==> src/tcf_pkg.sv <==
// Constants, field layouts and carrier types of the channel-0 event flag block.
// Assumes a 16-bit counter and an APB master on the same clock.
`default_nettype none

package tcf_pkg;

  localparam int ADDR_W   = 24;
  localparam int DATA_W   = 32;
  localparam int CNT_W    = 16;
  localparam int NUM_FLAG = 5;
  localparam int NUM_PIN  = 4;

  localparam logic [CNT_W-1:0] CNT_MAX  = 16'hffff;
  localparam logic [CNT_W-1:0] CNT_ZERO = 16'h0000;

  // Register indices; byte address is four times the index
  localparam logic [ADDR_W-1:0] IDX_FLAGS    = 24'h0f0273;
  localparam logic [ADDR_W-1:0] IDX_MODE     = 24'h0f0300;
  localparam logic [ADDR_W-1:0] IDX_EDGE     = 24'h0f0301;
  localparam logic [ADDR_W-1:0] IDX_MATCH_A  = 24'h0f0302;
  localparam logic [ADDR_W-1:0] IDX_MATCH_B  = 24'h0f0303;
  localparam logic [ADDR_W-1:0] IDX_MATCH_C  = 24'h0f0304;
  localparam logic [ADDR_W-1:0] IDX_MATCH_D  = 24'h0f0305;
  localparam logic [ADDR_W-1:0] IDX_IRQ_STAT = 24'h0f0306;
  localparam logic [ADDR_W-1:0] IDX_IRQ_MASK = 24'h0f0307;
  localparam int                IDX_SHIFT    = 2;

  // Field positions inside the flag register and the mode register
  localparam int POS_WRAP = 4;
  localparam int POS_D    = 3;
  localparam int POS_C    = 2;
  localparam int POS_B    = 1;
  localparam int POS_A    = 0;
  localparam int POS_CAPTURE_MODE = 0;

  localparam logic [7:0]       REG8_RESET  = 8'h00;
  localparam logic [CNT_W-1:0] MATCH_RESET = 16'h0000;

  // Edge select codes, two bits per pin
  localparam logic [1:0] EDGE_RISE = 2'h0;
  localparam logic [1:0] EDGE_FALL = 2'h1;
  localparam logic [1:0] EDGE_BOTH = 2'h2;

  typedef struct packed {
    logic wrap;
    logic d;
    logic c;
    logic b;
    logic a;
  } tcf_flags_t;

  typedef struct packed {
    logic [1:0] d;
    logic [1:0] c;
    logic [1:0] b;
    logic [1:0] a;
  } tcf_edge_t;

  typedef enum logic {
    TCF_IDLE,
    TCF_ANSWER
  } tcf_bus_state_t;

endpackage : tcf_pkg

`default_nettype wire

==> src/tcf_flag_cell.sv <==
// One event flag with read-then-write-zero clearing.
// Assumes readDone and writeDone are one-cycle strobes of a finished bus access.
`default_nettype none

module tcf_flag_cell (
  input  wire logic clk,
  input  wire logic rst,
  input  wire logic setEvent,
  input  wire logic readDone,
  input  wire logic readBit,
  input  wire logic writeDone,
  input  wire logic writeBit,
  output var  logic flag_r
);

  logic armed_r;
  logic armed_nxt;
  logic clearNow;
  logic flag_nxt;

  // clear after read
  assign clearNow  = writeDone && !writeBit && armed_r;
  // set wins
  assign flag_nxt  = setEvent ? 1'b1 : (clearNow ? 1'b0 : flag_r);
  // stale zero read
  assign armed_nxt = readDone ? readBit : (writeDone ? 1'b0 : armed_r);

  always_ff @(posedge clk) begin
    if (rst) begin
      flag_r  <= 1'b0;
      armed_r <= 1'b0;
    end else begin
      flag_r  <= flag_nxt;
      armed_r <= armed_nxt;
    end
  end

endmodule // tcf_flag_cell

`default_nettype wire

==> src/tcf_status_flags.sv <==
// Channel-0 event flag register of a 16-bit timer with an APB slave.
// Assumes counterValue comes from logic on clk; capture pins are asynchronous.
//
// Notes on behaviour
// Eight-bit flag register, reset zero, top bits zero
// Wrap bit 4, flags D..A bits 3..0
// Reset value undefined with clock gate off
// Wrap flag set on counter max to zero
// Wrap also set when match clears counter; the code sets wrap only on max to zero
// Capture mode: pins A/B selected edge sets
// Capture mode: pins C/D edge sets, buffers too
// Compare mode: counter equals match A sets
// Compare mode: counter equals match B sets
// Compare mode: match C/D sets, buffers too
// Writing one leaves flag unchanged
// Zero after zero read leaves flag
// Zero after one read clears flag
// Software may disable interrupts, then clear
// Software may clear with enabled flags zero
// Software clears enabled and target together
// Hardware set beats simultaneous clear
`default_nettype none

module tcf_status_flags
  import tcf_pkg::*;
(
  input  wire logic              clk,
  input  wire logic              rst,
  input  wire logic              psel,
  input  wire logic              penable,
  input  wire logic              pwrite,
  input  wire logic [ADDR_W-1:0] paddr,
  input  wire logic [DATA_W-1:0] pwdata,
  output var  logic [DATA_W-1:0] prdata,
  output var  logic              pready,
  output var  logic              pslverr,
  input  wire logic [CNT_W-1:0]  counterValue,
  input  wire logic [NUM_PIN-1:0] capturePin,
  output var  tcf_flags_t        eventFlags,
  output var  logic              irq
);

  tcf_bus_state_t state_r;
  tcf_bus_state_t state_nxt;

  logic [DATA_W-1:0] prdata_r;
  logic [DATA_W-1:0] prdata_nxt;
  logic              pready_r;
  logic              pslverr_r;
  logic              pslverr_nxt;

  logic              captureMode_r;
  tcf_edge_t         edgeSel_r;
  logic [CNT_W-1:0]  matchA_r;
  logic [CNT_W-1:0]  matchB_r;
  logic [CNT_W-1:0]  matchC_r;
  logic [CNT_W-1:0]  matchD_r;
  tcf_flags_t        irqStat_r;
  tcf_flags_t        irqStat_nxt;
  tcf_flags_t        irqMask_r;
  logic              irq_r;

  logic [CNT_W-1:0]  cntPrev_r;
  tcf_flags_t        flagState;
  tcf_flags_t        setVec;

  // Register word index from the byte address
  logic [ADDR_W-1:0] regIdx;
  logic              alignedOk;
  logic              selFlags;
  logic              selMode;
  logic              selEdge;
  logic              selMatchA;
  logic              selMatchB;
  logic              selMatchC;
  logic              selMatchD;
  logic              selIrqStat;
  logic              selIrqMask;
  logic              addrHit;
  logic              accessReq;
  logic              xferDone;
  logic              wrDone;
  logic              rdDone;
  logic              flagWrite;
  logic              flagRead;

  assign regIdx     = {{IDX_SHIFT{1'b0}}, paddr[ADDR_W-1:IDX_SHIFT]};
  assign alignedOk  = (paddr[IDX_SHIFT-1:0] == 2'h0);
  assign selFlags   = alignedOk && (regIdx == IDX_FLAGS);
  assign selMode    = alignedOk && (regIdx == IDX_MODE);
  assign selEdge    = alignedOk && (regIdx == IDX_EDGE);
  assign selMatchA  = alignedOk && (regIdx == IDX_MATCH_A);
  assign selMatchB  = alignedOk && (regIdx == IDX_MATCH_B);
  assign selMatchC  = alignedOk && (regIdx == IDX_MATCH_C);
  assign selMatchD  = alignedOk && (regIdx == IDX_MATCH_D);
  assign selIrqStat = alignedOk && (regIdx == IDX_IRQ_STAT);
  assign selIrqMask = alignedOk && (regIdx == IDX_IRQ_MASK);
  assign addrHit    = selFlags | selMode | selEdge | selMatchA | selMatchB
                    | selMatchC | selMatchD | selIrqStat | selIrqMask;

  // One wait state so every bus output comes from a flop
  assign accessReq = psel && penable;
  assign xferDone  = (state_r == TCF_ANSWER) && accessReq;
  assign wrDone    = xferDone && pwrite && addrHit;
  assign rdDone    = xferDone && !pwrite && addrHit;
  assign flagWrite = wrDone && selFlags;
  assign flagRead  = rdDone && selFlags;

  always_comb begin
    case (state_r)
      TCF_IDLE:   state_nxt = accessReq ? TCF_ANSWER : TCF_IDLE;
      TCF_ANSWER: state_nxt = TCF_IDLE;
      default:    state_nxt = TCF_IDLE;
    endcase
  end

  // Read multiplexer; narrow registers sit in the low bits
  logic [DATA_W-1:0] rdMux;
  logic [DATA_W-1:0] rdFlags;
  logic [DATA_W-1:0] rdMode;
  logic [DATA_W-1:0] rdEdge;
  logic [DATA_W-1:0] rdIrqStat;
  logic [DATA_W-1:0] rdIrqMask;

  // top bits zero
  assign rdFlags   = {{(DATA_W-NUM_FLAG){1'b0}}, flagState};
  assign rdMode    = {{(DATA_W-1){1'b0}}, captureMode_r};
  assign rdEdge    = {{(DATA_W-8){1'b0}}, edgeSel_r};
  assign rdIrqStat = {{(DATA_W-NUM_FLAG){1'b0}}, irqStat_r};
  assign rdIrqMask = {{(DATA_W-NUM_FLAG){1'b0}}, irqMask_r};

  assign rdMux = selFlags   ? rdFlags :
                 selMode    ? rdMode :
                 selEdge    ? rdEdge :
                 selMatchA  ? {{(DATA_W-CNT_W){1'b0}}, matchA_r} :
                 selMatchB  ? {{(DATA_W-CNT_W){1'b0}}, matchB_r} :
                 selMatchC  ? {{(DATA_W-CNT_W){1'b0}}, matchC_r} :
                 selMatchD  ? {{(DATA_W-CNT_W){1'b0}}, matchD_r} :
                 selIrqStat ? rdIrqStat :
                 selIrqMask ? rdIrqMask : {DATA_W{1'b0}};

  assign prdata_nxt  = (state_r == TCF_IDLE && accessReq && !pwrite) ? rdMux : prdata_r;
  assign pslverr_nxt = (state_r == TCF_IDLE && accessReq) ? !addrHit : pslverr_r;

  always_ff @(posedge clk) begin
    if (rst) begin
      state_r   <= TCF_IDLE;
      pready_r  <= 1'b0;
      prdata_r  <= {DATA_W{1'b0}};
      pslverr_r <= 1'b0;
    end else begin
      state_r   <= state_nxt;
      pready_r  <= (state_nxt == TCF_ANSWER);
      prdata_r  <= prdata_nxt;
      pslverr_r <= pslverr_nxt;
    end
  end

  // Control registers of the channel
  always_ff @(posedge clk) begin
    if (rst) begin
      captureMode_r <= 1'b0;
      edgeSel_r     <= REG8_RESET;
      irqMask_r     <= REG8_RESET[NUM_FLAG-1:0];
    end else if (wrDone) begin
      if (selMode)    captureMode_r <= pwdata[POS_CAPTURE_MODE];
      if (selEdge)    edgeSel_r     <= pwdata[7:0];
      if (selIrqMask) irqMask_r     <= pwdata[NUM_FLAG-1:0];
    end
  end

  always_ff @(posedge clk) begin
    if (rst) begin
      matchA_r <= MATCH_RESET;
      matchB_r <= MATCH_RESET;
      matchC_r <= MATCH_RESET;
      matchD_r <= MATCH_RESET;
    end else if (wrDone) begin
      if (selMatchA) matchA_r <= pwdata[CNT_W-1:0];
      if (selMatchB) matchB_r <= pwdata[CNT_W-1:0];
      if (selMatchC) matchC_r <= pwdata[CNT_W-1:0];
      if (selMatchD) matchD_r <= pwdata[CNT_W-1:0];
    end
  end

  // Capture pins: three flops, a change counts once stages two and three agree
  logic [NUM_PIN-1:0] pinS1_r;
  logic [NUM_PIN-1:0] pinS2_r;
  logic [NUM_PIN-1:0] pinS3_r;
  logic [NUM_PIN-1:0] pinLevel_r;
  logic [NUM_PIN-1:0] pinRise;
  logic [NUM_PIN-1:0] pinFall;
  logic [NUM_PIN-1:0] pinEdgeHit;
  logic [1:0]         pinSel [NUM_PIN];

  assign pinSel[0] = edgeSel_r.a;
  assign pinSel[1] = edgeSel_r.b;
  assign pinSel[2] = edgeSel_r.c;
  assign pinSel[3] = edgeSel_r.d;

  always_ff @(posedge clk) begin
    if (rst) begin
      pinS1_r    <= {NUM_PIN{1'b0}};
      pinS2_r    <= {NUM_PIN{1'b0}};
      pinS3_r    <= {NUM_PIN{1'b0}};
      pinLevel_r <= {NUM_PIN{1'b0}};
    end else begin
      pinS1_r    <= capturePin;
      pinS2_r    <= pinS1_r;
      pinS3_r    <= pinS2_r;
      pinLevel_r <= (pinS2_r == pinS3_r) ? pinS3_r : pinLevel_r;
    end
  end

  genvar gp;
  generate
    for (gp = 0; gp < NUM_PIN; gp++) begin : g_pin
      assign pinRise[gp] = (pinS2_r[gp] == pinS3_r[gp]) && pinS3_r[gp] && !pinLevel_r[gp];
      assign pinFall[gp] = (pinS2_r[gp] == pinS3_r[gp]) && !pinS3_r[gp] && pinLevel_r[gp];
      // Code 11 is a prohibited setting and captures nothing
      assign pinEdgeHit[gp] = ((pinSel[gp] == EDGE_RISE) && pinRise[gp])
                            | ((pinSel[gp] == EDGE_FALL) && pinFall[gp])
                            | ((pinSel[gp] == EDGE_BOTH) && (pinRise[gp] | pinFall[gp]));
    end
  endgenerate

  // Counter watch; a match counts once per arrival, not every idle cycle
  logic cntMoved;
  logic cntWrap;
  logic eqA;
  logic eqB;
  logic eqC;
  logic eqD;

  always_ff @(posedge clk) begin
    if (rst) begin
      cntPrev_r <= CNT_ZERO;
    end else begin
      cntPrev_r <= counterValue;
    end
  end

  assign cntMoved = (counterValue != cntPrev_r);
  // max to zero
  // match clear not detected; only max to zero sets wrap
  assign cntWrap  = (cntPrev_r == CNT_MAX) && (counterValue == CNT_ZERO);
  assign eqA      = cntMoved && (counterValue == matchA_r);
  assign eqB      = cntMoved && (counterValue == matchB_r);
  assign eqC      = cntMoved && (counterValue == matchC_r);
  assign eqD      = cntMoved && (counterValue == matchD_r);

  // capture edges A/B
  // compare match A
  assign setVec.a    = captureMode_r ? pinEdgeHit[0] : eqA;
  // compare match B
  assign setVec.b    = captureMode_r ? pinEdgeHit[1] : eqB;
  // capture edges C/D
  // compare match C/D
  assign setVec.c    = captureMode_r ? pinEdgeHit[2] : eqC;
  assign setVec.d    = captureMode_r ? pinEdgeHit[3] : eqD;
  assign setVec.wrap = cntWrap;

  // bit placement
  // ones ignored
  // reset to zero; gate-off case left to software
  genvar gf;
  generate
    for (gf = 0; gf < NUM_FLAG; gf++) begin : g_flag
      tcf_flag_cell u_cell (
        .clk       (clk),
        .rst       (rst),
        .setEvent  (setVec[gf]),
        .readDone  (flagRead),
        .readBit   (prdata_r[gf]),
        .writeDone (flagWrite),
        .writeBit  (pwdata[gf]),
        .flag_r    (flagState[gf])
      );
    end
  endgenerate

  // Interrupt status, write one to clear; a fresh event wins over the clear
  always_comb begin
    irqStat_nxt = irqStat_r;
    if (wrDone && selIrqStat) begin
      irqStat_nxt = irqStat_r & ~pwdata[NUM_FLAG-1:0];
    end
    // set wins
    irqStat_nxt = irqStat_nxt | setVec;
  end

  always_ff @(posedge clk) begin
    if (rst) begin
      irqStat_r  <= REG8_RESET[NUM_FLAG-1:0];
      irq_r      <= 1'b0;
      eventFlags <= REG8_RESET[NUM_FLAG-1:0];
    end else begin
      irqStat_r  <= irqStat_nxt;
      irq_r      <= |(irqStat_nxt & irqMask_r);
      eventFlags <= flagState;
    end
  end

  assign prdata  = prdata_r;
  assign pready  = pready_r;
  assign pslverr = pslverr_r;
  assign irq     = irq_r;

endmodule // tcf_status_flags

`default_nettype wire

==> config.mk <==
export PLATFORM = sky130hd
export DESIGN_NAME = tcf_status_flags
export DESIGN_NICKNAME = d
export VERILOG_FILES = /design/src/tcf_pkg.sv /design/src/tcf_flag_cell.sv /design/src/tcf_status_flags.sv
export SDC_FILE = /design/constraint.sdc
export NUM_CORES = 1
export LEC_CHECK = 0
export BUFFER_PORTS_ARGS = -buffer_cell sky130_fd_sc_hd__buf_4
export CAP_MARGIN = 20
export CORE_MARGIN = 2
export CORE_UTILIZATION = 55
export CTS_CLUSTER_SIZE = 30
export DETAILED_ROUTE_END_ITERATION = 16
export PLACE_DENSITY = 0.78
export SETUP_SLACK_MARGIN = 0.2
export SYNTH_ARGS = -nofsm -noshare
export SYNTH_HDL_FRONTEND = slang
export SYNTH_HIERARCHICAL = 1
export SYNTH_SLANG_ARGS = --single-unit
==> constraint.sdc <==
create_clock -name clk -period 2.8 [get_ports clk]
set_input_delay 0.56 -clock clk [delete_from_list [all_inputs] [get_ports clk]]
set_output_delay 0.56 -clock clk [all_outputs]
set_load 0.01 [all_outputs]
# Yosys cells after proc, flatten, opt, wreduce, memory -nomap -nowiden
# Index checks and enable logic that the tools add are counted.
# totals
regBits	165
output_inout_bits	40
# classes
bitwise_logic	25
muxes	32
n_reduce_logical	98
n_eq_ne	28
# ops
operator	n
22-bit by 20-bit == test with 1-bit output (second input constant)	9
16-bit 2-to-1 mux	7
16-bit == test	4
1-bit logical AND	63
1-bit 2-to-1 mux	21
1-bit bitwise OR	20
16-bit == test (second input constant)	1
16-bit logical NOT	1
16-bit inequality test	1
1-bit logical NOT	15
5-bit 2-to-1 mux	3
2-bit AND reduction	7
2-bit nonzero test	6
5-bit AND	2
2-bit logical NOT	5
2-bit by 1-bit == test with 1-bit output (second input constant)	4
2-bit == test (second input constant)	4
5-bit inverter	1
5-bit bitwise OR	1
5-bit OR reduction	1
1-bit == test	4
4-bit == test	1
1-bit case mux with 2 select lines	1
1-bit inverter	1

# Depth between registers and ports, before layout
# Gate-level depths: netlist of the first run.
# logic_depth
depth_word	16
depth_mapped	9
ltp_nobuf	8

# Hierarchy
# The synthesis of the first run kept the hierarchy.
# by_module_without_submodules
mod	area_each_um2	seq_area_each_um2	instances	cells_per_inst
tcf_status_flags	7030.5	2782.7	1	822
tcf_flag_cell	76.3	40.0	5	8

# Least setup slack after synthesis of the first run
# No wires, ideal clock.
# synth_timing
path_type	in2reg
startpoint	input port paddr[9]
endpoint	register g_flag[0].u_cell.armed_r
setup_slack_ps	257
n_path_buf	0
t_required_ps	2684
arrival_ps	2427
stages	7
path_cell_list	nor4b_4 > nand3_4 > nor4_4 > inv_1 > nor3_1 > or3b_1 > a21oi_1
# synth_between
elab_chain_cells	13
elab_cells_between_ends	32
classes_between	eq/ne (9); mux (1); bitwise (8); reduce/logical (14)
# synth_rtl
element	line_no	rtl
from (decl)	tcf_status_flags.sv:32	input wire logic [ADDR_W-1:0] paddr,
22-bit by 20-bit == test with 1-bit output, on equally long branches	tcf_status_flags.sv:89, tcf_status_flags.sv:90	
1-bit logical AND, on equally long branches	tcf_status_flags.sv:89, tcf_status_flags.sv:90	
1-bit bitwise OR (4 in series)	tcf_status_flags.sv:98	assign addrHit = selFlags | selMode | selEdge | selMatchA | selMatchB
1-bit bitwise OR (4 in series)	tcf_status_flags.sv:99	| selMatchC | selMatchD | selIrqStat | selIrqMask;
1-bit logical AND	tcf_status_flags.sv:105	assign rdDone = xferDone && !pwrite && addrHit;
1-bit logical AND *	tcf_status_flags.sv:107	assign flagRead = rdDone && selFlags;
via flagRead	tcf_status_flags.sv:85	logic flagRead;
1-bit 2-to-1 mux or 2-bit nonzero test (tied branches)	-	
to (signal assigned)	tcf_flag_cell.sv:34	armed_r <= armed_nxt;
to (decl)	tcf_flag_cell.sv:16	logic armed_r;
# The timed path passes the listed nets; every way through them passes the cells marked *.
# A chain may end at the register's enable or synchronous reset.

# Final worst setup path of the first run
# layout_timing
startpoint	input port paddr[14]
endpoint	register prdata_r[3] (netlist: prdata[3])
# layout_between
elab_chain_cells	11
elab_cells_between_ends	27
classes_between	eq/ne (9); mux (9); reduce/logical (9)
# layout_rtl
element	line_no	rtl
22-bit by 20-bit == test with 1-bit output	tcf_status_flags.sv:97	assign selIrqMask = alignedOk && (regIdx == IDX_IRQ_MASK);
1-bit logical AND	tcf_status_flags.sv:97	
5-bit 2-to-1 mux	tcf_status_flags.sv:140	selIrqMask ? rdIrqMask : {DATA_W{1'b0}};
5-bit 2-to-1 mux	tcf_status_flags.sv:139	selIrqStat ? rdIrqStat :
16-bit 2-to-1 mux	tcf_status_flags.sv:138	selMatchD ? {{(DATA_W-CNT_W){1'b0}}, matchD_r} :
16-bit 2-to-1 mux	tcf_status_flags.sv:137	selMatchC ? {{(DATA_W-CNT_W){1'b0}}, matchC_r} :
16-bit 2-to-1 mux	tcf_status_flags.sv:136	selMatchB ? {{(DATA_W-CNT_W){1'b0}}, matchB_r} :
16-bit 2-to-1 mux	tcf_status_flags.sv:135	selMatchA ? {{(DATA_W-CNT_W){1'b0}}, matchA_r} :
16-bit 2-to-1 mux	tcf_status_flags.sv:134	selEdge ? rdEdge :
16-bit 2-to-1 mux	tcf_status_flags.sv:133	selMode ? rdMode :
16-bit 2-to-1 mux *	tcf_status_flags.sv:132	assign rdMux = selFlags ? rdFlags :
to (signal assigned)	tcf_status_flags.sv:149	prdata_r <= {DATA_W{1'b0}};
to (signal assigned)	tcf_status_flags.sv:154	prdata_r <= prdata_nxt;
to (decl)	tcf_status_flags.sv:46	logic [DATA_W-1:0] prdata_r;
# Every way passes the cells marked *; elsewhere a longest branch is shown, timed or not.

==> out/qor.yml, run 1 <==
pwr:
  p_per_area_nw_per_um2: 539
  power_mw: 4.78
  p_leak_nw: 3.33
  pwr-share-clk_pct: 47.4
  seq_power_share_pct: 45.2
  combPwrFrac_pct: 7.4
  switchingPower_mw: 1.10
  power.internal_mw: 3.68
  p_sw_share_pct: 23.0
  vdd_drop_max_mv: 0.493
global_route:
  track_usage_pct: 30.5
  grt_pass1_wl_um: 33700
  grt_pass1_vias: 6422
  antenna_found_initial: 0
  grt_max_degree: 57
  grt.overflow.total: 0
detailed_routing:
  first_iter_violations: 682
  wl_um: 21300
  drc_errors: 0
  drt-pass1-iter-count: 6
  viasPerCell: 5.89
  vias: 6687
  detail-route-antenna-nets: 0
  wl_per_cell_um: 18.8
clock_network:
  htree_levels: 4
  path_clk_slew_ns: 0.06
  post_cts_resized: 0
  insertion_delay_ns: 0.43
  cts_buffer_depth: 2
  post_cts_buffers: 0
  cts_tree: "done"
  hold_buffers: 0
  cts_made_buffers: 17
  cts_root_buffer: "clkbuf_16"
  clock_sinks: 149
hold_path:
  hold_end: "pinS1_r[1]"
  hold_path_depth: 2
  hp-start: "capturePin[1]"
  holdCritPathClass: "primary input to register"
synthesis:
  netlist_top_cells_area: "dfxtp_1 (40%), nand2_1 (8.2%), xor2_1 (6.4%)"
  ys_seq_elements: 149
  yosys.area.top_type: "dfxtp_1"
  synth_edf_count: 0
  ys_types: 73
  synth_cells: 862
  synth_area_sq_um: 7410
  yosysWarnings: 6
  async_flop_share_pct: 0
  ys.flop_type: "dfxtp_1"
  synth.avg_cell_area_sq_um: 8.60
  synth_top_area_share_pct: 40.2
  synth-seq-area-share_pct: 40.2
floorplan:
  core-area_sq_um: 13200
  io_pins: 121
  die_y_um: 120
  dieArea_sq_um: 14400
  start_util_pct: 56.2
  die_w_um: 120
  rows: 42
setup_path:
  crit_fanout: 8
  cp.arrival_ns: 2.74
  r2r_start: "cntPrev_r[0]"
  cp.buffers_inverters: 2
  r2r-end: "g_flag[1].u_cell/flag_r"
  crit_family: "simple AND/OR/NAND/NOR gates"
  critical_path_class: "primary input to register"
  cp-start-kind: "primary input"
  slowest_stage: "or3_1"
  timing.reg2reg.setup_slack_ns: 0.61
  cp-end-kind: "register"
  rr_worst_depth: 8
  cp_cell_sequence: "buf_4, nor4b_2, nand3_2, or3_1, nor2_1, buf_4, a221oi_1, a21oi_1"
  max_stage_delay_ns: 0.50
  cp_common_cell: "buf_4"
  cp.required_ns: 3.16
place:
  place.port_buffers: 88
  dp.cells: 1106
  dp_hpwl_um: 14800
  dpl_cell_area_sq_um: 8280
  place_congestion: 0.966
run_status:
  status: "complete, no violations"
timing:
  finalCriticalPeriod_ns: 2.38
  relSlewSlack_pct: 52.4
  setup_tns_ns: 0
  fmax_mhz: 420
  finalHoldViolCount: 0
  final.period_utilization_pct: 85.0
  setup_viol: 0
  worstMarginPinSlew_ns: 0.707
  skew_ns: 0.00524
  rsz0062_at_grt: "false"
  slew_violations: 0
final_layout:
  drive_above_1_share_pct: 19.8
  final_common_cell: "nand2_1"
  syn2layout_area_growth_pct: 19.5
  fin_area_sq_um: 8860
  n_antenna_cell: 0
  layout_common_cells: "nand2_1 (162), dfxtp_1 (149), buf_4 (121)"
  final_cells: 1136
  postLayoutCoreUtil_pct: 67.2
  finalNetCount: 1038
flow_run:
  maxCapViolCount: 0
## registers in the layout, indices dropped and copies added, names as in the netlist, 8 cells and up
signal     flops
cntPrev_r     16
edgeSel_r      8
matchA_r      16
matchB_r      16
matchC_r      16
matchD_r      16
prdata        16
## cell usage after synthesis (all sizes together), types with 2 or more instances
| library cell | n |
|---|---|
| a2111oi | 3 |
| a21boi | 2 |
| a21o | 6 |
| a21oi | 86 |
| a221o | 5 |
| a221oi | 7 |
| a222oi | 8 |
| a22oi | 2 |
| a31oi | 3 |
| and2 | 3 |
| and4 | 2 |
| and4b | 2 |
| buf | 35 |
| clkbuf | 35 |
| dfxtp | 149 |
| ha | 8 |
| inv | 18 |
| mux2i | 18 |
| mux4 | 5 |
| nand2 | 162 |
| nand2b | 9 |
| nand3 | 6 |
| nand4 | 13 |
| nor2 | 45 |
| nor2b | 51 |
| nor3 | 17 |
| nor3b | 2 |
| nor4 | 22 |
| nor4b | 5 |
| nor4bb | 10 |
| o211ai | 5 |
| o21ai | 18 |
| o22ai | 2 |
| or2 | 4 |
| or3 | 3 |
| or3b | 5 |
| xnor2 | 16 |
| xor2 | 54 |
## per-stage QoR
stage	hold WS, ns	worst slack, ns
finish	0.341	0.420
global route	0.336	0.383
CTS	0.334	0.505
detailed placement	0.437	0.0548
global placement	0.427	0.120
floorplan	0.414	0.257
## kinds of logic (layout without fill, tap and decap cells)
logic type | after synthesis | after routing | share of synthesized area [%]
mux | 23 | 23 | 3.95
simple gates | 366 | 366 | 26.7
xor+xnor | 70 | 70 | 8.27
fa+ha+maj | 8 | 8 | 1.35
flops | 149 | 149 | 40.2
compound gates | 157 | 157 | 13.7
other cells | 1 | 16 | 0.0506
buf+inv | 88 | 171 | 5.74
## worst max path at each step
stage	startpoint	endpoint	slack [ns]	cells past startpoint
3_3_place_gp	paddr[14]	prdata[3]	0.12	8
5_1_grt	paddr[14]	prdata[2]	0.38	9
4_1_cts	paddr[14]	prdata[3]	0.50	8
2_1_floorplan	paddr[9]	g_flag[0].u_cell/armed_r	0.26	7
6_report	paddr[14]	prdata[3]	0.42	8
3_5_place_dp	paddr[14]	prdata[3]	0.05	8
## layout make-up
class                           instances  area, sq um
Inverter                               18         67.6
Tap cell                              176          220
Sequential cell                       149         2980
Timing Repair Buffer                  123          948
Clock inverter                          9          101
Multi-Input combinational cell        640         4060
Fill cell                            1123         4330
Clock buffer                           21          480
## per-layer routing
metal	routed length [um]	up-vias	global-route usage (%)	share of wire, %
li1	-	3126	-	-
met1	8930	3163	41.1	42
met2	9800	346	47.7	46
met3	2080	52	7.37	9.8
met4	518	0	11.0	2.4
met5	0	-	0	0
## power groups by stage
stage	combinational, mW	clock [mW]	sequential [mW]
floorplan	0.204	0	2.20
global placement	0.340	0	2.20
detailed placement	0.345	0	2.21
CTS	0.348	2.27	2.16
global route	0.378	2.38	2.16
finish	0.354	2.27	2.16
Power figures use the tool's default switching activity.
==> run 2, diff against run 1 <==
--- a/config.mk
+++ b/config.mk
@@ -7,11 +7,13 @@
 export LEC_CHECK = 0
 export BUFFER_PORTS_ARGS = -buffer_cell sky130_fd_sc_hd__buf_4
 export CAP_MARGIN = 20
+export CELL_PAD_IN_SITES_DETAIL_PLACEMENT = 1
+export CELL_PAD_IN_SITES_GLOBAL_PLACEMENT = 2
 export CORE_MARGIN = 2
-export CORE_UTILIZATION = 55
+export CORE_UTILIZATION = 34
 export CTS_CLUSTER_SIZE = 30
 export DETAILED_ROUTE_END_ITERATION = 16
-export PLACE_DENSITY = 0.78
+export PLACE_DENSITY_LB_ADDON = 0.1
 export SETUP_SLACK_MARGIN = 0.2
 export SYNTH_ARGS = -nofsm -noshare
 export SYNTH_HDL_FRONTEND = slang
==> run 2 against run 1 <==
Compared with the run above:
- cell area rose by 3.0%
- fmax shrank 3.0%
- worst setup slack worse by 0.075 ns
- cell count up 9.7%
- register-to-register slack worse by 0.24 ns
- count of clock-buffer cells in the layout down 3
- combinational power up 3%
- hold slack improved by 0.0022 ns
- global-route usage shrank 6.6 points
- clock skew is 0.0085 ns higher
==> out/qor.yml, run 2 (synthesis results as in run 1) <==
run_status:
  status: "complete, no violations"
floorplan:
  die_w_um: 152
  start_util_pct: 34.3
  rows: 54
  io_pins: 121
  die_y_um: 152
  dieArea_sq_um: 23000
  core-area_sq_um: 21600
setup_path:
  cp.required_ns: 3.11
  r2r_start: "cntPrev_r[0]"
  cp_cell_sequence: "buf_4, nor2b_1, a2111oi_0, nand4_1, o21ai_0, buf_4, o21ai_0, nor4bb_1, nor3_1"
  max_stage_delay_ns: 0.49
  crit_family: "simple AND/OR/NAND/NOR gates"
  critical_path_class: "primary input to register"
  crit_fanout: 8
  cp.arrival_ns: 2.76
  cp-end-kind: "register"
  cp.buffers_inverters: 2
  slowest_stage: "a2111oi_0"
  cp-start-kind: "primary input"
  startpoint: "counterValue[0]"
detailed_routing:
  viasPerCell: 5.27
  vias: 6562
  wl_um: 26700
  drt-pass1-iter-count: 5
  drc_errors: 0
  first_iter_violations: 333
  detail-route-antenna-nets: 0
  wl_per_cell_um: 21.4
timing:
  fmax_mhz: 407
  worstMarginPinSlew_ns: 0.699
  skew_ns: 0.0138
  slew_violations: 0
  worst_hold_slack_ns: 0.344
  finalCriticalPeriod_ns: 2.45
  final.period_utilization_pct: 87.7
  finalHoldViolCount: 0
  setup_viol: 0
  relSlewSlack_pct: 53.4
  fin_ws_ns: 0.345
  rsz0062_at_grt: "false"
global_route:
  grt_pass1_vias: 6869
  antenna_found_initial: 0
  grt_max_degree: 61
  grt_pass1_wl_um: 40700
  grt.overflow.total: 0
  track_usage_pct: 23.9
clock_network:
  cts_root_buffer: "clkbuf_16"
  hold_buffers: 0
  cts_tree: "done"
  insertion_delay_ns: 0.43
  path_clk_slew_ns: 0.06
  htree_levels: 4
  cts_buffer_depth: 2
  clock_sinks: 149
  cts_made_buffers: 17
pwr:
  combPwrFrac_pct: 7.2
  p_leak_nw: 3.38
  p_per_area_nw_per_um2: 554
  p_sw_share_pct: 23.5
  seq_power_share_pct: 42.7
  switchingPower_mw: 1.19
  power_mw: 5.05
  power.internal_mw: 3.87
  pwr-share-clk_pct: 50.0
  vdd_drop_max_mv: 0.300
final_layout:
  drive_above_1_share_pct: 20.2
  n_antenna_cell: 0
  postLayoutCoreUtil_pct: 42.2
  finalNetCount: 1044
  final_common_cell: "nand2_1"
  num-fill-cells: 2544
  multiInputGateArea_sq_um: 4060
  syn2layout_area_growth_pct: 23.1
  layout_common_cells: "nand2_1 (162), dfxtp_1 (149), buf_4 (124)"
  layout.area.seq_sq_um: 2980
  final_cells: 1246
place:
  place.port_buffers: 88
  place_ws_ns: -0.0295
  dp_hpwl_um: 19900
  dp.cells: 1216
  place_congestion: 0.852
hold_path:
  holdCritPathClass: "primary input to register"
  hp-start: "capturePin[0]"
flow_run:
  maxCapViolCount: 0
run 2: changes by cell type in the layout (fill, tap and decap cells not counted):
cell	change
buf_12	+3
buf_4	+3
bufinv_16	+3
clkbuf_1	+1
clkbuf_8	-4
clkinv_2	-4
clkinv_4	+3
clkinvlp_4	+1
run 2: repair_timing:
item / 4_1_cts / 5_1_grt
setup endpoints to repair: 0 / 1
setup buffers: 0 / 0
gates resized for setup: 0 / 0
run 2: power by group through the flow:
stage,clock network [mW],logic [mW],registers (mW)
6_report,2.53,0.365,2.16
5_1_grt,2.67,0.396,2.16
4_1_cts,2.59,0.369,2.16
3_5_place_dp,0,0.366,2.21
3_3_place_gp,0,0.364,2.21
2_1_floorplan,0,0.204,2.20
run 2: worst paths after layout:
path,to,slack (ns),depth (start not counted)
worst min register to register,pinS2_r[2],0.44,1
worst max-delay path,g_flag[0].u_cell/flag_r,0.35,9
worst min-delay path,pinS1_r[0],0.34,2
worst max register to register,g_flag[0].u_cell/flag_r,0.37,8
run 2: final cells by class:
type / instances / area share, %
Clock inverter: 12 / 2.25
Inverter: 18 / 0.740
Tap cell: 280 / 3.84
Timing Repair Buffer: 129 / 11.3
Multi-Input combinational cell: 640 / 44.5
Clock buffer: 18 / 4.70
Sequential cell: 149 / 32.7
run 2: routing by layer:
layer | routed length, um | vias to the layer above | GRT usage (%)
met3 | 1020 | 44 | 4.07
met1 | 11900 | 3244 | 30.2
li1 | - | 3124 | -
met4 | 717 | 0 | 8.94
met5 | 0 | - | 0
met2 | 13100 | 150 | 40.9
run 2: per-stage QoR:
stage	TNS (ns)	area [sq um]
floorplan	0	7470
global placement	-0.196	8490
detailed placement	-0.0610	8490
CTS	0	9130
global route	0	9130
finish	0	9130
==> run 3, diff against run 2 <==
--- a/config.mk
+++ b/config.mk
@@ -6,7 +6,7 @@
 export NUM_CORES = 1
 export LEC_CHECK = 0
 export BUFFER_PORTS_ARGS = -buffer_cell sky130_fd_sc_hd__buf_4
-export CAP_MARGIN = 20
+export CAP_MARGIN = 10
 export CELL_PAD_IN_SITES_DETAIL_PLACEMENT = 1
 export CELL_PAD_IN_SITES_GLOBAL_PLACEMENT = 2
 export CORE_MARGIN = 2
@@ -14,6 +14,7 @@
 export CTS_CLUSTER_SIZE = 30
 export DETAILED_ROUTE_END_ITERATION = 16
 export PLACE_DENSITY_LB_ADDON = 0.1
+export REMOVE_ABC_BUFFERS = 1
 export SETUP_SLACK_MARGIN = 0.2
 export SYNTH_ARGS = -nofsm -noshare
 export SYNTH_HDL_FRONTEND = slang
==> run 3 against run 2 <==
Compared with the run above:
- critical path depth down 2
- sequential share of layout area up 0.20 points
- clock power down 5%
- cell area down 0.62%
- via count down 0.41%
- cell count down 0.48%
- combinational power down 1%
- largest cell class unchanged
- worst setup slack better by 0.16 ns
==> out/qor.yml, run 3 (synthesis results as in run 1) <==
detailed_routing:
  drc_errors: 0
  drt-pass1-iter-count: 6
  vias: 6535
  wl_per_cell_um: 20.8
  viasPerCell: 5.27
  wl_um: 25800
  first_iter_violations: 466
  detail-route-antenna-nets: 0
clock_network:
  post_cts_resized: 0
  insertion_delay_ns: 0.43
  htree_levels: 4
  post_cts_buffers: 0
  cts_tree: "done"
  clock_sinks: 149
  cts_buffer_depth: 2
  cts_root_buffer: "clkbuf_16"
  hold_buffers: 0
  cts_made_buffers: 17
  path_clk_slew_ns: 0.07
timing:
  slew_violations: 0
  final.period_utilization_pct: 81.8
  worstMarginPinSlew_ns: 0.638
  setup_viol: 0
  relSlewSlack_pct: 57.1
  rsz0062_at_grt: "false"
  skew_ns: 0.00885
  fmax_mhz: 436
  finalHoldViolCount: 0
  setup_tns_ns: 0
  finalCriticalPeriod_ns: 2.29
hold_path:
  holdCritPathClass: "primary input to register"
setup_path:
  crit_fanout: 8
  cp.required_ns: 3.10
  cp.arrival_ns: 2.59
  critical_path_class: "primary input to register"
  cp-end-kind: "register"
  cp-start-kind: "primary input"
final_layout:
  layout_common_cells: "nand2_1 (162), dfxtp_1 (149), buf_4 (115)"
  final_common_cell: "nand2_1"
  layout.area.seq_sq_um: 2980
  finalNetCount: 1037
  fin_area_sq_um: 9070
  num-fill-cells: 2552
  n_antenna_cell: 0
  syn2layout_area_growth_pct: 22.4
  multiInputGateArea_sq_um: 4060
  drive_above_1_share_pct: 19.6
floorplan:
  die_w_um: 152
  io_pins: 121
  start_util_pct: 34.3
  die_y_um: 152
  core-area_sq_um: 21600
  rows: 54
  dieArea_sq_um: 23000
global_route:
  grt_pass1_vias: 6766
  grt_pass1_wl_um: 39200
  grt_max_degree: 93
  track_usage_pct: 22.9
  grt.overflow.total: 0
  antenna_found_initial: 0
place:
  dpl_cell_area_sq_um: 8460
  place.port_buffers: 88
  dp_hpwl_um: 19000
  place_congestion: 0.901
run_status:
  status: "complete, no violations"
pwr:
  p_leak_nw: 3.34
  p_per_area_nw_per_um2: 543
  vdd_drop_max_mv: 0.357
flow_run:
  maxCapViolCount: 0
[run 3: cell count changes in the layout (fill, tap and decap cells not counted)]
cell	delta
buf_4	-9
inv_6	+2
bufinv_16	-2
buf_12	+2
clkbuf_8	+2
clkinv_4	-2
clkbuf_1	+1
[run 3: final cells by class]
type,count,share of cell area (%)
multi-input combinational,640,44.8
sequential,149,32.9
timing repair buffer,122,11.1
clock buffer,21,5.08
tap,280,3.86
clock inverter,10,1.60
inverter,18,0.745
[run 3: power breakdown]
part / switching [mW] / internal (mW)
clock: 0.954 / 1.45
combinational: 0.217 / 0.144
sequential: 0.0144 / 2.14
[run 3: path summary, 6_finish.rpt]
| path | start | end | slack (ns) | cells after the start |
|---|---|---|---|---|
| max reg2reg | matchA_r[5] | g_flag[0].u_cell/flag_r | 0.54 | 6 |
| min reg2reg | pinS1_r[0] | pinS2_r[0] | 0.44 | 1 |
| min | capturePin[3] | pinS1_r[3] | 0.34 | 2 |
| max | paddr[9] | prdata[1] | 0.51 | 7 |
[run 3: routing by layer]
metal / share of wire, % / vias up / GRT usage [%]
li1: - / 3111 / -
met1: 47 / 3228 / 31.4
met3: 4.4 / 23 / 3.77
met2: 47 / 173 / 38.1
met4: 1.1 / 0 / 4.91
met5: 0 / - / 0
[run 3: stage by stage]
| step | hold WS, ns | total power [mW] | instances | util, % | worst slack, ns |
|---|---|---|---|---|---|
| global route | 0.341 | 5.10 | 1240 | 42.0 | 0.354 |
| floorplan | 0.414 | 2.33 | 807 | - | 0.0406 |
| detailed placement | 0.427 | 2.57 | 1209 | 39.1 | 0.0250 |
| finish | 0.343 | 4.93 | 1240 | 42.0 | 0.509 |
| global placement | 0.421 | 2.56 | 1209 | 39.1 | 0.141 |
| CTS | 0.333 | 4.98 | 1240 | 42.0 | 0.480 |
[run 3: worst max-delay path, stage by stage]
cell	delay, ns
buf_4	0.12
nor4b_4	0.36
nand3_4	0.19
or3_1	0.53
or2_2	0.40
o21ai_0	0.29
a21oi_1	0.13
